### config.mk
export PLATFORM = sky130hd
export DESIGN_NAME = rdc_ctrl
export DESIGN_NICKNAME = d
export VERILOG_FILES = /design/src/rdc_strap_latch.v /design/src/rdc_rx_detect.v /design/src/rdc_ctrl.v
export VERILOG_INCLUDE_DIRS = /design/src
export SDC_FILE = /design/constraint.sdc
export NUM_CORES = 1
export LEC_CHECK = 0
export BUFFER_PORTS_ARGS = -buffer_cell sky130_fd_sc_hd__buf_2
export CELL_PAD_IN_SITES_DETAIL_PLACEMENT = 1
export CELL_PAD_IN_SITES_GLOBAL_PLACEMENT = 1
export CORE_MARGIN = 8
export CORE_UTILIZATION = 46
export DETAILED_ROUTE_END_ITERATION = 16
export MAX_ROUTING_LAYER = met4
export PLACE_DENSITY = 0.91
export SLEW_MARGIN = 20
export SYNTH_ARGS = -nofsm -noshare
export SYNTH_HDL_FRONTEND = slang
export SYNTH_SLANG_ARGS = --single-unit
### constraint.sdc
create_clock -name clk_i -period 3.7 [get_ports clk_i]
set_input_delay 0.555 -clock clk_i [delete_from_list [all_inputs] [get_ports clk_i]]
set_output_delay 0.555 -clock clk_i [all_outputs]
set_load 0.02 [all_outputs]
### src/rdc_defs.vh
// Constants for the redriver strap and receiver-detect control block
`ifndef RDC_DEFS_VH
`define RDC_DEFS_VH

// Four-level strap codes
`define RDC_LVL_L0 2'h0
`define RDC_LVL_L1 2'h1
`define RDC_LVL_L2 2'h2
`define RDC_LVL_L3 2'h3

// Cycles after reset release before straps are captured
`define RDC_STRAP_WAIT 2'h3

// Wishbone register byte offsets
`define RDC_REG_CTRL 8'h00
`define RDC_REG_EQ 8'h04
`define RDC_REG_STATUS 8'h08
`define RDC_REG_STRAP 8'h0c
`define RDC_CTRL_TRIG_BIT 0
`define RDC_EQ_RESET 16'h0000

// Serial target
`define RDC_TGT_ADDR_BASE 7'h18
`define RDC_TGT_IDX_TRIG 8'h04

// DC gain codes
`define RDC_GAIN_P3_5 3'h0
`define RDC_GAIN_0 3'h1
`define RDC_GAIN_M1_5 3'h2
`define RDC_GAIN_M3_5 3'h3
`define RDC_GAIN_M6 3'h4

// Detection probe interval
`define RDC_CLK_PERIOD_NS 20
`define RDC_PROBE_NS 10000
`define RDC_PROBE_CYC (`RDC_PROBE_NS / `RDC_CLK_PERIOD_NS)
// Last divider count, probe cycles minus one
`define RDC_PROBE_LAST 9'h1f3

// Detection state codes
`define RDC_DET_IDLE 2'h0
`define RDC_DET_PROBE 2'h1
`define RDC_DET_DONE 2'h2

`endif

### src/rdc_strap_latch.v
// Four-level strap synchroniser and capture after reset
`timescale 1ns/1ps
`include "rdc_defs.vh"
module rdc_strap_latch (
	input wire clk_i,
	input wire rst_i,
	input wire [1:0] level_i,
	output reg [1:0] level_o,
	output reg captured_o
);
	reg [1:0] sync1;
	reg [1:0] sync2;
	reg [1:0] wait_cnt;

	always @(posedge clk_i) begin
		sync1 <= level_i;
		sync2 <= sync1;
	end

	// Capture once, then hold for the rest of operation
	always @(posedge clk_i) begin
		if (rst_i) begin
			wait_cnt <= 2'h0;
			captured_o <= 1'b0;
			level_o <= `RDC_LVL_L2;
		end else if (!captured_o) begin
			if (wait_cnt == `RDC_STRAP_WAIT) begin
				level_o <= sync2;
				captured_o <= 1'b1;
			end else begin
				wait_cnt <= wait_cnt + 2'h1;
			end
		end
	end
endmodule

### src/rdc_rx_detect.v
// Per-channel receiver-detect state machine and termination control
`timescale 1ns/1ps
`include "rdc_defs.vh"
module rdc_rx_detect (
	input wire clk_i,
	input wire rst_i,
	input wire standby_i,
	input wire bypass_i,
	input wire [1:0] need_i,
	input wire start_i,
	input wire tick_i,
	input wire present_i,
	output wire term_50_o,
	output wire detected_o
);
	reg [1:0] state;
	reg [1:0] count;

	always @(posedge clk_i) begin
		if (rst_i || standby_i || bypass_i) begin
			state <= `RDC_DET_IDLE;
			count <= 2'h0;
		end else begin
			case (state)
				`RDC_DET_IDLE: begin
					if (start_i) begin
						state <= `RDC_DET_PROBE;
						count <= 2'h0;
					end
				end
				`RDC_DET_PROBE: begin
					if (tick_i) begin
						if (present_i) begin
							if (count + 2'h1 == need_i) begin
								state <= `RDC_DET_DONE;
							end
							count <= count + 2'h1;
						end else begin
							count <= 2'h0;
						end
					end
				end
				`RDC_DET_DONE: begin
					if (start_i) begin
						state <= `RDC_DET_PROBE;
						count <= 2'h0;
					end
				end
				default: begin
					state <= `RDC_DET_IDLE;
				end
			endcase
		end
	end

	// Hi-Z before detection, 50 ohm after; bypass 50 ohm outside standby
	assign term_50_o = !standby_i && (bypass_i || state == `RDC_DET_DONE);
	assign detected_o = !standby_i && !bypass_i && state == `RDC_DET_DONE;
endmodule

### src/rdc_ctrl.v
// Redriver strap decode, serial target, Wishbone registers and detect control
//
// Chosen here: the Wishbone slave port and the register addresses.
`timescale 1ns/1ps
`include "rdc_defs.vh"
// Functional notes
// - Each of four channels has its own EQ index and detect state; DC gain is shared.
// - Strap mode at select L0: EQ index is high strap times four plus low.
// - Strap DC gain: L3/L2 +3.5, L2 with swing L2/L3/L1/L0 0/-1.5/-3.5/-6 dB.
// - Gain and swing straps both floating give 0 dB.
// - Detection starts at power-up, standby release in strap mode, software trigger in target mode.
// - Detected after 2, 3 or 1 valid detections for detect strap L0, L1, L2.
// - Termination is high impedance until detected, then 50 ohm.
// - Detect strap L3 disables detection; termination is 50 ohm outside standby.
// - Standby pin high resets detection and makes termination high impedance.
// - Standby pin high puts channels in standby; low resumes operation.
// - First standby pin serves channels 1-2, second serves channels 3-4.
// - Each six four-level strap decodes to levels L0 to L3.
// - Target mode takes equalization from serial-bus registers.
// - Select L3: serial target at address 0x18 plus four high plus low.
module rdc_ctrl (
	input wire clk_i,
	input wire rst_i,
	input wire wb_cyc_i,
	input wire wb_stb_i,
	input wire wb_we_i,
	input wire [7:0] wb_adr_i,
	input wire [3:0] wb_sel_i,
	input wire [31:0] wb_dat_i,
	output reg [31:0] wb_dat_o,
	output reg wb_ack_o,
	input wire [1:0] gain_strap_i,
	input wire [1:0] output_swing_strap_i,
	input wire [1:0] eq_high_strap_i,
	input wire [1:0] eq_low_strap_i,
	input wire [1:0] control_interface_select_i,
	input wire [1:0] detect_config_strap_i,
	input wire standby_pin_pair_a_i,
	input wire standby_pin_pair_b_i,
	input wire [3:0] rx_present_i,
	input wire scl_i,
	input wire sda_i,
	output wire sda_o,
	output reg sda_oe_o,
	output reg [15:0] eq_index_o,
	output reg [2:0] dc_gain_o,
	output wire [3:0] term_50_o,
	output wire [3:0] rx_detected_o,
	output reg [3:0] standby_o
);
	wire [1:0] gain_lvl;
	wire [1:0] swing_lvl;
	wire [1:0] eqh_lvl;
	wire [1:0] eql_lvl;
	wire [1:0] sel_lvl;
	wire [1:0] det_lvl;
	wire [5:0] cap;
	wire straps_ready;
	reg ready_d;
	wire pwrup_start;
	wire strap_mode;
	wire target_mode;
	wire [3:0] strap_eq;
	wire [6:0] tgt_addr;
	reg [1:0] need;
	wire bypass;
	reg [1:0] pwdn_s1;
	reg [1:0] pwdn_s2;
	reg [1:0] pwdn_d;
	wire [1:0] pwdn_fall;
	reg [3:0] pres_s1;
	reg [3:0] pres_s2;
	reg [8:0] tick_cnt;
	reg tick;
	reg [15:0] eq_reg;
	wire wb_req;
	wire wb_wr;
	wire sw_trig;
	wire [3:0] start;
	wire [3:0] chan_standby;
	reg [31:0] next_rdata;
	reg scl_s1;
	reg scl_s2;
	reg scl_d;
	reg sda_s1;
	reg sda_s2;
	reg sda_d;
	wire scl_rise;
	wire scl_fall;
	wire i2c_start;
	wire i2c_stop;
	reg i2c_busy;
	reg [3:0] bit_cnt;
	reg [7:0] shreg;
	reg [1:0] byte_cnt;
	reg addr_ok;
	reg [7:0] i2c_idx;
	reg i2c_wr;
	reg [7:0] i2c_wdata;
	reg [7:0] i2c_widx;
	genvar gi;

	// Strap capture
	rdc_strap_latch u_gain (.clk_i(clk_i), .rst_i(rst_i), .level_i(gain_strap_i), .level_o(gain_lvl),
		.captured_o(cap[0]));
	rdc_strap_latch u_swing (.clk_i(clk_i), .rst_i(rst_i), .level_i(output_swing_strap_i),
		.level_o(swing_lvl), .captured_o(cap[1]));
	rdc_strap_latch u_eqh (.clk_i(clk_i), .rst_i(rst_i), .level_i(eq_high_strap_i), .level_o(eqh_lvl),
		.captured_o(cap[2]));
	rdc_strap_latch u_eql (.clk_i(clk_i), .rst_i(rst_i), .level_i(eq_low_strap_i), .level_o(eql_lvl),
		.captured_o(cap[3]));
	rdc_strap_latch u_sel (.clk_i(clk_i), .rst_i(rst_i), .level_i(control_interface_select_i),
		.level_o(sel_lvl), .captured_o(cap[4]));
	rdc_strap_latch u_det (.clk_i(clk_i), .rst_i(rst_i), .level_i(detect_config_strap_i),
		.level_o(det_lvl), .captured_o(cap[5]));

	assign straps_ready = &cap;
	assign strap_mode = straps_ready && sel_lvl == `RDC_LVL_L0;
	assign target_mode = straps_ready && sel_lvl == `RDC_LVL_L3;
	assign strap_eq = {eqh_lvl, eql_lvl};
	assign tgt_addr = `RDC_TGT_ADDR_BASE + {3'h0, eqh_lvl, 2'h0} + {5'h00, eql_lvl};
	assign bypass = det_lvl == `RDC_LVL_L3;

	always @(posedge clk_i) begin
		if (rst_i) begin
			ready_d <= 1'b0;
		end else begin
			ready_d <= straps_ready;
		end
	end
	assign pwrup_start = straps_ready && !ready_d;

	// Confirmation count from detect strap
	always @* begin
		case (det_lvl)
			`RDC_LVL_L0: need = 2'h2;
			`RDC_LVL_L1: need = 2'h3;
			default: need = 2'h1;
		endcase
	end

	// DC gain decode
	always @(posedge clk_i) begin
		if (rst_i) begin
			dc_gain_o <= `RDC_GAIN_0;
		end else if (gain_lvl == `RDC_LVL_L3 && swing_lvl == `RDC_LVL_L2) begin
			dc_gain_o <= `RDC_GAIN_P3_5;
		end else if (gain_lvl == `RDC_LVL_L2) begin
			case (swing_lvl)
				`RDC_LVL_L3: dc_gain_o <= `RDC_GAIN_M1_5;
				`RDC_LVL_L1: dc_gain_o <= `RDC_GAIN_M3_5;
				`RDC_LVL_L0: dc_gain_o <= `RDC_GAIN_M6;
				default: dc_gain_o <= `RDC_GAIN_0;
			endcase
		end else begin
			dc_gain_o <= `RDC_GAIN_0;
		end
	end

	// Standby pins and far-end presence synchronisers
	always @(posedge clk_i) begin
		pwdn_s1 <= {standby_pin_pair_b_i, standby_pin_pair_a_i};
		pwdn_s2 <= pwdn_s1;
		pres_s1 <= rx_present_i;
		pres_s2 <= pres_s1;
	end

	always @(posedge clk_i) begin
		if (rst_i) begin
			pwdn_d <= 2'h0;
			standby_o <= 4'h0;
		end else begin
			pwdn_d <= pwdn_s2;
			standby_o <= {pwdn_s2[1], pwdn_s2[1], pwdn_s2[0], pwdn_s2[0]};
		end
	end
	assign pwdn_fall = pwdn_d & ~pwdn_s2;
	assign chan_standby = {pwdn_s2[1], pwdn_s2[1], pwdn_s2[0], pwdn_s2[0]};

	// Probe interval divider
	always @(posedge clk_i) begin
		if (rst_i) begin
			tick_cnt <= 9'h000;
			tick <= 1'b0;
		end else if (tick_cnt == `RDC_PROBE_LAST) begin
			tick_cnt <= 9'h000;
			tick <= 1'b1;
		end else begin
			tick_cnt <= tick_cnt + 9'h001;
			tick <= 1'b0;
		end
	end

	// Detection start per channel pair
	assign start[1:0] = {2{pwrup_start || (strap_mode && pwdn_fall[0]) || (target_mode && sw_trig)}};
	assign start[3:2] = {2{pwrup_start || (strap_mode && pwdn_fall[1]) || (target_mode && sw_trig)}};

	generate
		for (gi = 0; gi < 4; gi = gi + 1) begin : g_chan
			rdc_rx_detect u_det (
				.clk_i(clk_i),
				.rst_i(rst_i || !straps_ready),
				.standby_i(chan_standby[gi]),
				.bypass_i(bypass),
				.need_i(need),
				.start_i(start[gi]),
				.tick_i(tick),
				.present_i(pres_s2[gi]),
				.term_50_o(term_50_o[gi]),
				.detected_o(rx_detected_o[gi])
			);
		end
	endgenerate

	// Wishbone slave
	assign wb_req = wb_cyc_i && wb_stb_i && !wb_ack_o;
	assign wb_wr = wb_req && wb_we_i;
	assign sw_trig = (wb_wr && wb_adr_i == `RDC_REG_CTRL && wb_sel_i[0] && wb_dat_i[`RDC_CTRL_TRIG_BIT]) ||
		(i2c_wr && i2c_widx == `RDC_TGT_IDX_TRIG && i2c_wdata[0]);

	always @* begin
		next_rdata = 32'h00000000;
		case (wb_adr_i)
			`RDC_REG_EQ: next_rdata = {16'h0000, eq_reg};
			`RDC_REG_STATUS: next_rdata = {16'h0000, standby_o, 2'h0, target_mode, strap_mode, term_50_o,
				rx_detected_o};
			`RDC_REG_STRAP: next_rdata = {19'h00000, straps_ready, det_lvl, sel_lvl, eqh_lvl, eql_lvl, swing_lvl,
				gain_lvl};
			default: next_rdata = 32'h00000000;
		endcase
	end

	always @(posedge clk_i) begin
		if (rst_i) begin
			wb_ack_o <= 1'b0;
			wb_dat_o <= 32'h00000000;
		end else begin
			wb_ack_o <= wb_req;
			wb_dat_o <= wb_req ? next_rdata : 32'h00000000;
		end
	end

	// Equalization registers, serial target takes priority
	always @(posedge clk_i) begin
		if (rst_i) begin
			eq_reg <= `RDC_EQ_RESET;
		end else if (i2c_wr && i2c_widx < 8'h04) begin
			eq_reg[i2c_widx[1:0] * 4 +: 4] <= i2c_wdata[3:0];
		end else if (wb_wr && wb_adr_i == `RDC_REG_EQ) begin
			if (wb_sel_i[0]) begin
				eq_reg[7:0] <= wb_dat_i[7:0];
			end
			if (wb_sel_i[1]) begin
				eq_reg[15:8] <= wb_dat_i[15:8];
			end
		end
	end

	always @(posedge clk_i) begin
		if (rst_i) begin
			eq_index_o <= 16'h0000;
		end else if (target_mode) begin
			eq_index_o <= eq_reg;
		end else begin
			eq_index_o <= {4{strap_eq}};
		end
	end

	// Serial target, write only
	always @(posedge clk_i) begin
		scl_s1 <= scl_i;
		scl_s2 <= scl_s1;
		sda_s1 <= sda_i;
		sda_s2 <= sda_s1;
	end

	always @(posedge clk_i) begin
		if (rst_i) begin
			scl_d <= 1'b1;
			sda_d <= 1'b1;
		end else begin
			scl_d <= scl_s2;
			sda_d <= sda_s2;
		end
	end

	assign scl_rise = scl_s2 && !scl_d;
	assign scl_fall = !scl_s2 && scl_d;
	assign i2c_start = scl_s2 && scl_d && sda_d && !sda_s2;
	assign i2c_stop = scl_s2 && scl_d && !sda_d && sda_s2;
	assign sda_o = 1'b0;

	always @(posedge clk_i) begin
		if (rst_i || !target_mode) begin
			i2c_busy <= 1'b0;
			bit_cnt <= 4'h0;
			shreg <= 8'h00;
			byte_cnt <= 2'h0;
			addr_ok <= 1'b0;
			i2c_idx <= 8'h00;
			i2c_wr <= 1'b0;
			i2c_wdata <= 8'h00;
			i2c_widx <= 8'h00;
			sda_oe_o <= 1'b0;
		end else begin
			i2c_wr <= 1'b0;
			if (i2c_start) begin
				i2c_busy <= 1'b1;
				bit_cnt <= 4'h0;
				byte_cnt <= 2'h0;
				addr_ok <= 1'b0;
				sda_oe_o <= 1'b0;
			end else if (i2c_stop) begin
				i2c_busy <= 1'b0;
				sda_oe_o <= 1'b0;
			end else if (i2c_busy && scl_rise && bit_cnt < 4'h8) begin
				shreg <= {shreg[6:0], sda_s2};
				bit_cnt <= bit_cnt + 4'h1;
			end else if (i2c_busy && scl_fall && bit_cnt == 4'h8) begin
				bit_cnt <= 4'h9;
				if (byte_cnt == 2'h0) begin
					addr_ok <= shreg[7:1] == tgt_addr && !shreg[0];
					sda_oe_o <= shreg[7:1] == tgt_addr && !shreg[0];
					byte_cnt <= 2'h1;
				end else if (addr_ok) begin
					sda_oe_o <= 1'b1;
					if (byte_cnt == 2'h1) begin
						i2c_idx <= shreg;
						byte_cnt <= 2'h2;
					end else begin
						i2c_wr <= 1'b1;
						i2c_wdata <= shreg;
						i2c_widx <= i2c_idx;
						i2c_idx <= i2c_idx + 8'h01;
					end
				end
			end else if (i2c_busy && scl_fall && bit_cnt == 4'h9) begin
				sda_oe_o <= 1'b0;
				bit_cnt <= 4'h0;
				if (!addr_ok) begin
					i2c_busy <= 1'b0;
				end
			end
		end
	end
endmodule

==> summary by stage <==
Run status
The run finished with clean final reports.

Critical path
The most critical setup path has its endpoint at i2c_widx[7]. The reg-to-reg startpoint is scl_s2. The nature of the critical path endpoint is a flip-flop. The startpoint of the most critical setup path is scl_s2. The internal reg-to-reg setup slack is 1.03 ns. In this run the critical register-to-register path is captured at i2c_widx[7]. The worst reg-to-reg path cell count is 5. Data arrives at the worst endpoint at 2.98 ns. The required time at the endpoint of the critical path is 4.01 ns.

The critical setup path kind is reg2reg. The critical path launch point type is a flip-flop. The critical-path maximum fanout is 13.

Die
The core region area is 17,100 um2. 135 I/O pins were placed. The floorplan step set the die height to roughly 150 um. The row count is 48.

The starting utilization of the core area is 46.4%. The die is 147 um wide. The floorplan step defined a die boundary enclosing 21,700 um2.

Clocking
The latest clock arrival within the worst-skew pair is approximately 0.44 ns. Buffers inserted during clock tree synthesis total 17. In this run the deepest clock path goes through 2 buffers.

In this run, post-CTS repair resized a total of 0 instances. The CTS tree is done. The cell chosen for the clock root is clkbuf_16.

The CTS H-tree depth is 4. Clock-pin slew was measured on the worst setup and hold paths at 0.07 ns. The number of setup buffers added after CTS is 0.

The number of clock sinks seen by CTS is 191. The number of buffers inserted by hold repair at cts is 0.

Routing
After detailed routing, the number of remaining DRC violations is 0. In this run, the number of DRC markers left after iteration 0 of detailed routing was 374. The final route contains 6,781 vias.

The number of iterations in the first detailed-routing pass is 5. The detail route stage leaves a number of antenna-violating nets equal to 0. Using the TritonRoute via totals, the vias-per-cell ratio works out to around 5.7. The post-detailed-route wirelength per cell is 19.6 um. The total detailed-routing wirelength is 23,300 um.

Pwr
In this run the static leakage power is 3.51 nW. The power consumption is ~4.9 mW. The worst ir drop on vdd is 0.411 mV. The power density of the placed cells is 532 nW/um2.

Synth
In this run the mean area of a mapped cell was 9.09 um2. The sequential share of the synthesized area is about half. The fraction of registers with async set/reset is 0%.

The number of warnings printed during yosys synthesis is 0. The largest total area in the synthesized netlist belongs to dfxtp_1. In this run the biggest area consumer among cell types represents 48.1% of the synthesized area. The multiplexer fraction of the synthesized cell area is 5.58%.

In the synthesized netlist the dominant register cell turns out to be dfxtp_1. The synthesized area is 7940 um2. The synthesized netlist devotes 14.5% of its cell area to compound gates.

Summing the areas of all xor and xnor instances in the mapped netlist gives 1.87% of the synthesized area. In this run, synthesis produced a sequential element count of 191. The fraction of the mapped netlist area in adder cells is between 3 and 4%. The number of enable-type register cells in the synthesized netlist is 0. By area, the combinational part of the netlist is dominated by simple AND/OR/NAND/NOR gates. Sorting the synthesized cells by area gives the leading types as dfxtp_1 48%, nor2_1 5.6%, nand2_1 4.3%.

The synthesized instance count is 874. The post-synthesis simple-gate area fraction is a little over a fifth. After synthesis, the netlist uses 60 different library cells.

STA
The peak clock frequency supported by timing is approximately 0.37 GHz. The setup-violating endpoint count in the final report is 0. After layout, the worst path uses between 70% and 80% of the clock period.

The post-layout minimum cycle time is between 2 and 3 ns. The max-slew violation total from the final report came to 0. Setup repair after global routing left no endpoint under its margin. The clock arrives with 0.00924 ns of skew. The hold violation count in the final report is 0.

Summed over all failing endpoints, the final setup total negative slack is 0 ns. Measured against its own limit, the worst slew margin works out to a little over two fifths. The measured slew at the worst slew-check pin is 0.863 ns.

Layout
The final antenna diode count is 0. The utilization of the core after routing is 53.4%. The area growth from synthesis to layout is 15.0%. In the layout the commonest cells are 191 x dfxtp_1, 118 x nor2_1, 99 x buf_2. The post-route netlist has 16.5% of its cells at a drive strength greater than 1. In the final design database the tool counted 1,043 nets. The most common library cell in the layout ignoring fill and taps is dfxtp_1.

GRT
The combined global-route utilization of all metal layers is between 20 and 25%. The number of global-route vias before repair is 7,282. Entering global routing, the biggest net connects 39 pins. The number of antenna violations at the first check in global routing is 0. Summed over all layers, the global routing overflow is 0.

The wire length of the first global-routing pass is 37,700 um.

Flow run
The number of max-cap violations is 0.

Placed design
The count of input and output buffers is 99. The final HPWL from detailed placement is 16,000 um. The congestion estimate from routability-driven global placement came to 0.846.

Worst hold path
The worst hold-check path type is in2reg.
[cells in the mapped netlist (all sizes together) (5+ instances only)]
cell      n
a21oi    67
nand2b   14
nor2b    25
nand4    13
a211oi    9
inv      18
clkbuf   28
or2       6
a22oi    10
mux2     10
ha       21
o21ai    45
o32ai     5
o22ai     5
xnor2    14
nor3b     6
dfxtp   191
nand3    15
nand3b    6
buf      32
mux2i    33
and3      6
nor4bb    7
nand2    92
a211o     6
nor3     10
nor2    118
o31ai     5
[worst min-delay path by stage]
stage	start	endpoint	slack (ns)	depth (start not counted)
floorplan	pres_s1[0]	pres_s2[0]	0.31	0
global placement	u_det.sync1[0]	u_det.sync2[0]	0.31	0
detailed placement	pres_s1[3]	pres_s2[3]	0.31	0
CTS	gain_strap_i[0]	u_gain.sync1[0]	0.20	1
global route	standby_pin_pair_b_i	pwdn_s1[1]	0.20	1
finish	rx_present_i[3]	pres_s1[3]	0.21	1
[stage by stage]
step	worst slack (ns)	hold WS [ns]	std cells	area, um2
6_report	1.03	0.209	1190	9130
2_1_floorplan	1.63	0.310	890	8000
3_5_place_dp	1.14	0.313	1159	8470
5_1_grt	0.835	0.198	1190	9130
3_3_place_gp	1.22	0.312	1159	8470
4_1_cts	1.03	0.198	1190	9120
[cell type report]
class	instances	area (um2)
clock inverters	9	180
repair buffers	104	533
multi-input cells	621	3770
inverters	18	67.6
clock buffers	22	474
flip-flops and latches	191	3820
well taps	225	282
fillers	2004	7980
[layer usage]
metal | global-route usage, % | part of all wire (%) | up-vias
li1 | - | - | 3153
met4 | 11.0 | 3.7 | 0
met5 | - | 0 | -
met2 | 37.5 | 49 | 229
met3 | 4.92 | 5.7 | 64
met1 | 24.4 | 41 | 3335
[logic make-up (layout without fill, tap and decap cells)]
kind of cell,after synthesis,in the layout
buffers and inverters,78,153
AO/OA/AOI/OAI,179,179
other,1,17
adder cells (fa/ha/maj),21,21
flip-flops,191,191
AND/OR/NAND/NOR,344,344
multiplexers,43,43
XOR/XNOR,17,17
[power breakdown]
group | leakage, nW | internal (mW) | switching, mW
Sequential | 1.56 | 2.19 | 0.133
Clock | 0.317 | 1.25 | 0.781
Combinational | 1.63 | 0.208 | 0.292
[worst max-delay path: stages (launching register included)]
cell and delay [ns]:
dfxtp_1 0.40, or2_1 0.27, nor3_1 0.58, nand3_1 0.77, mux2i_1 0.44, nor2_1 0.08
(Power assumes the default switching activity.)
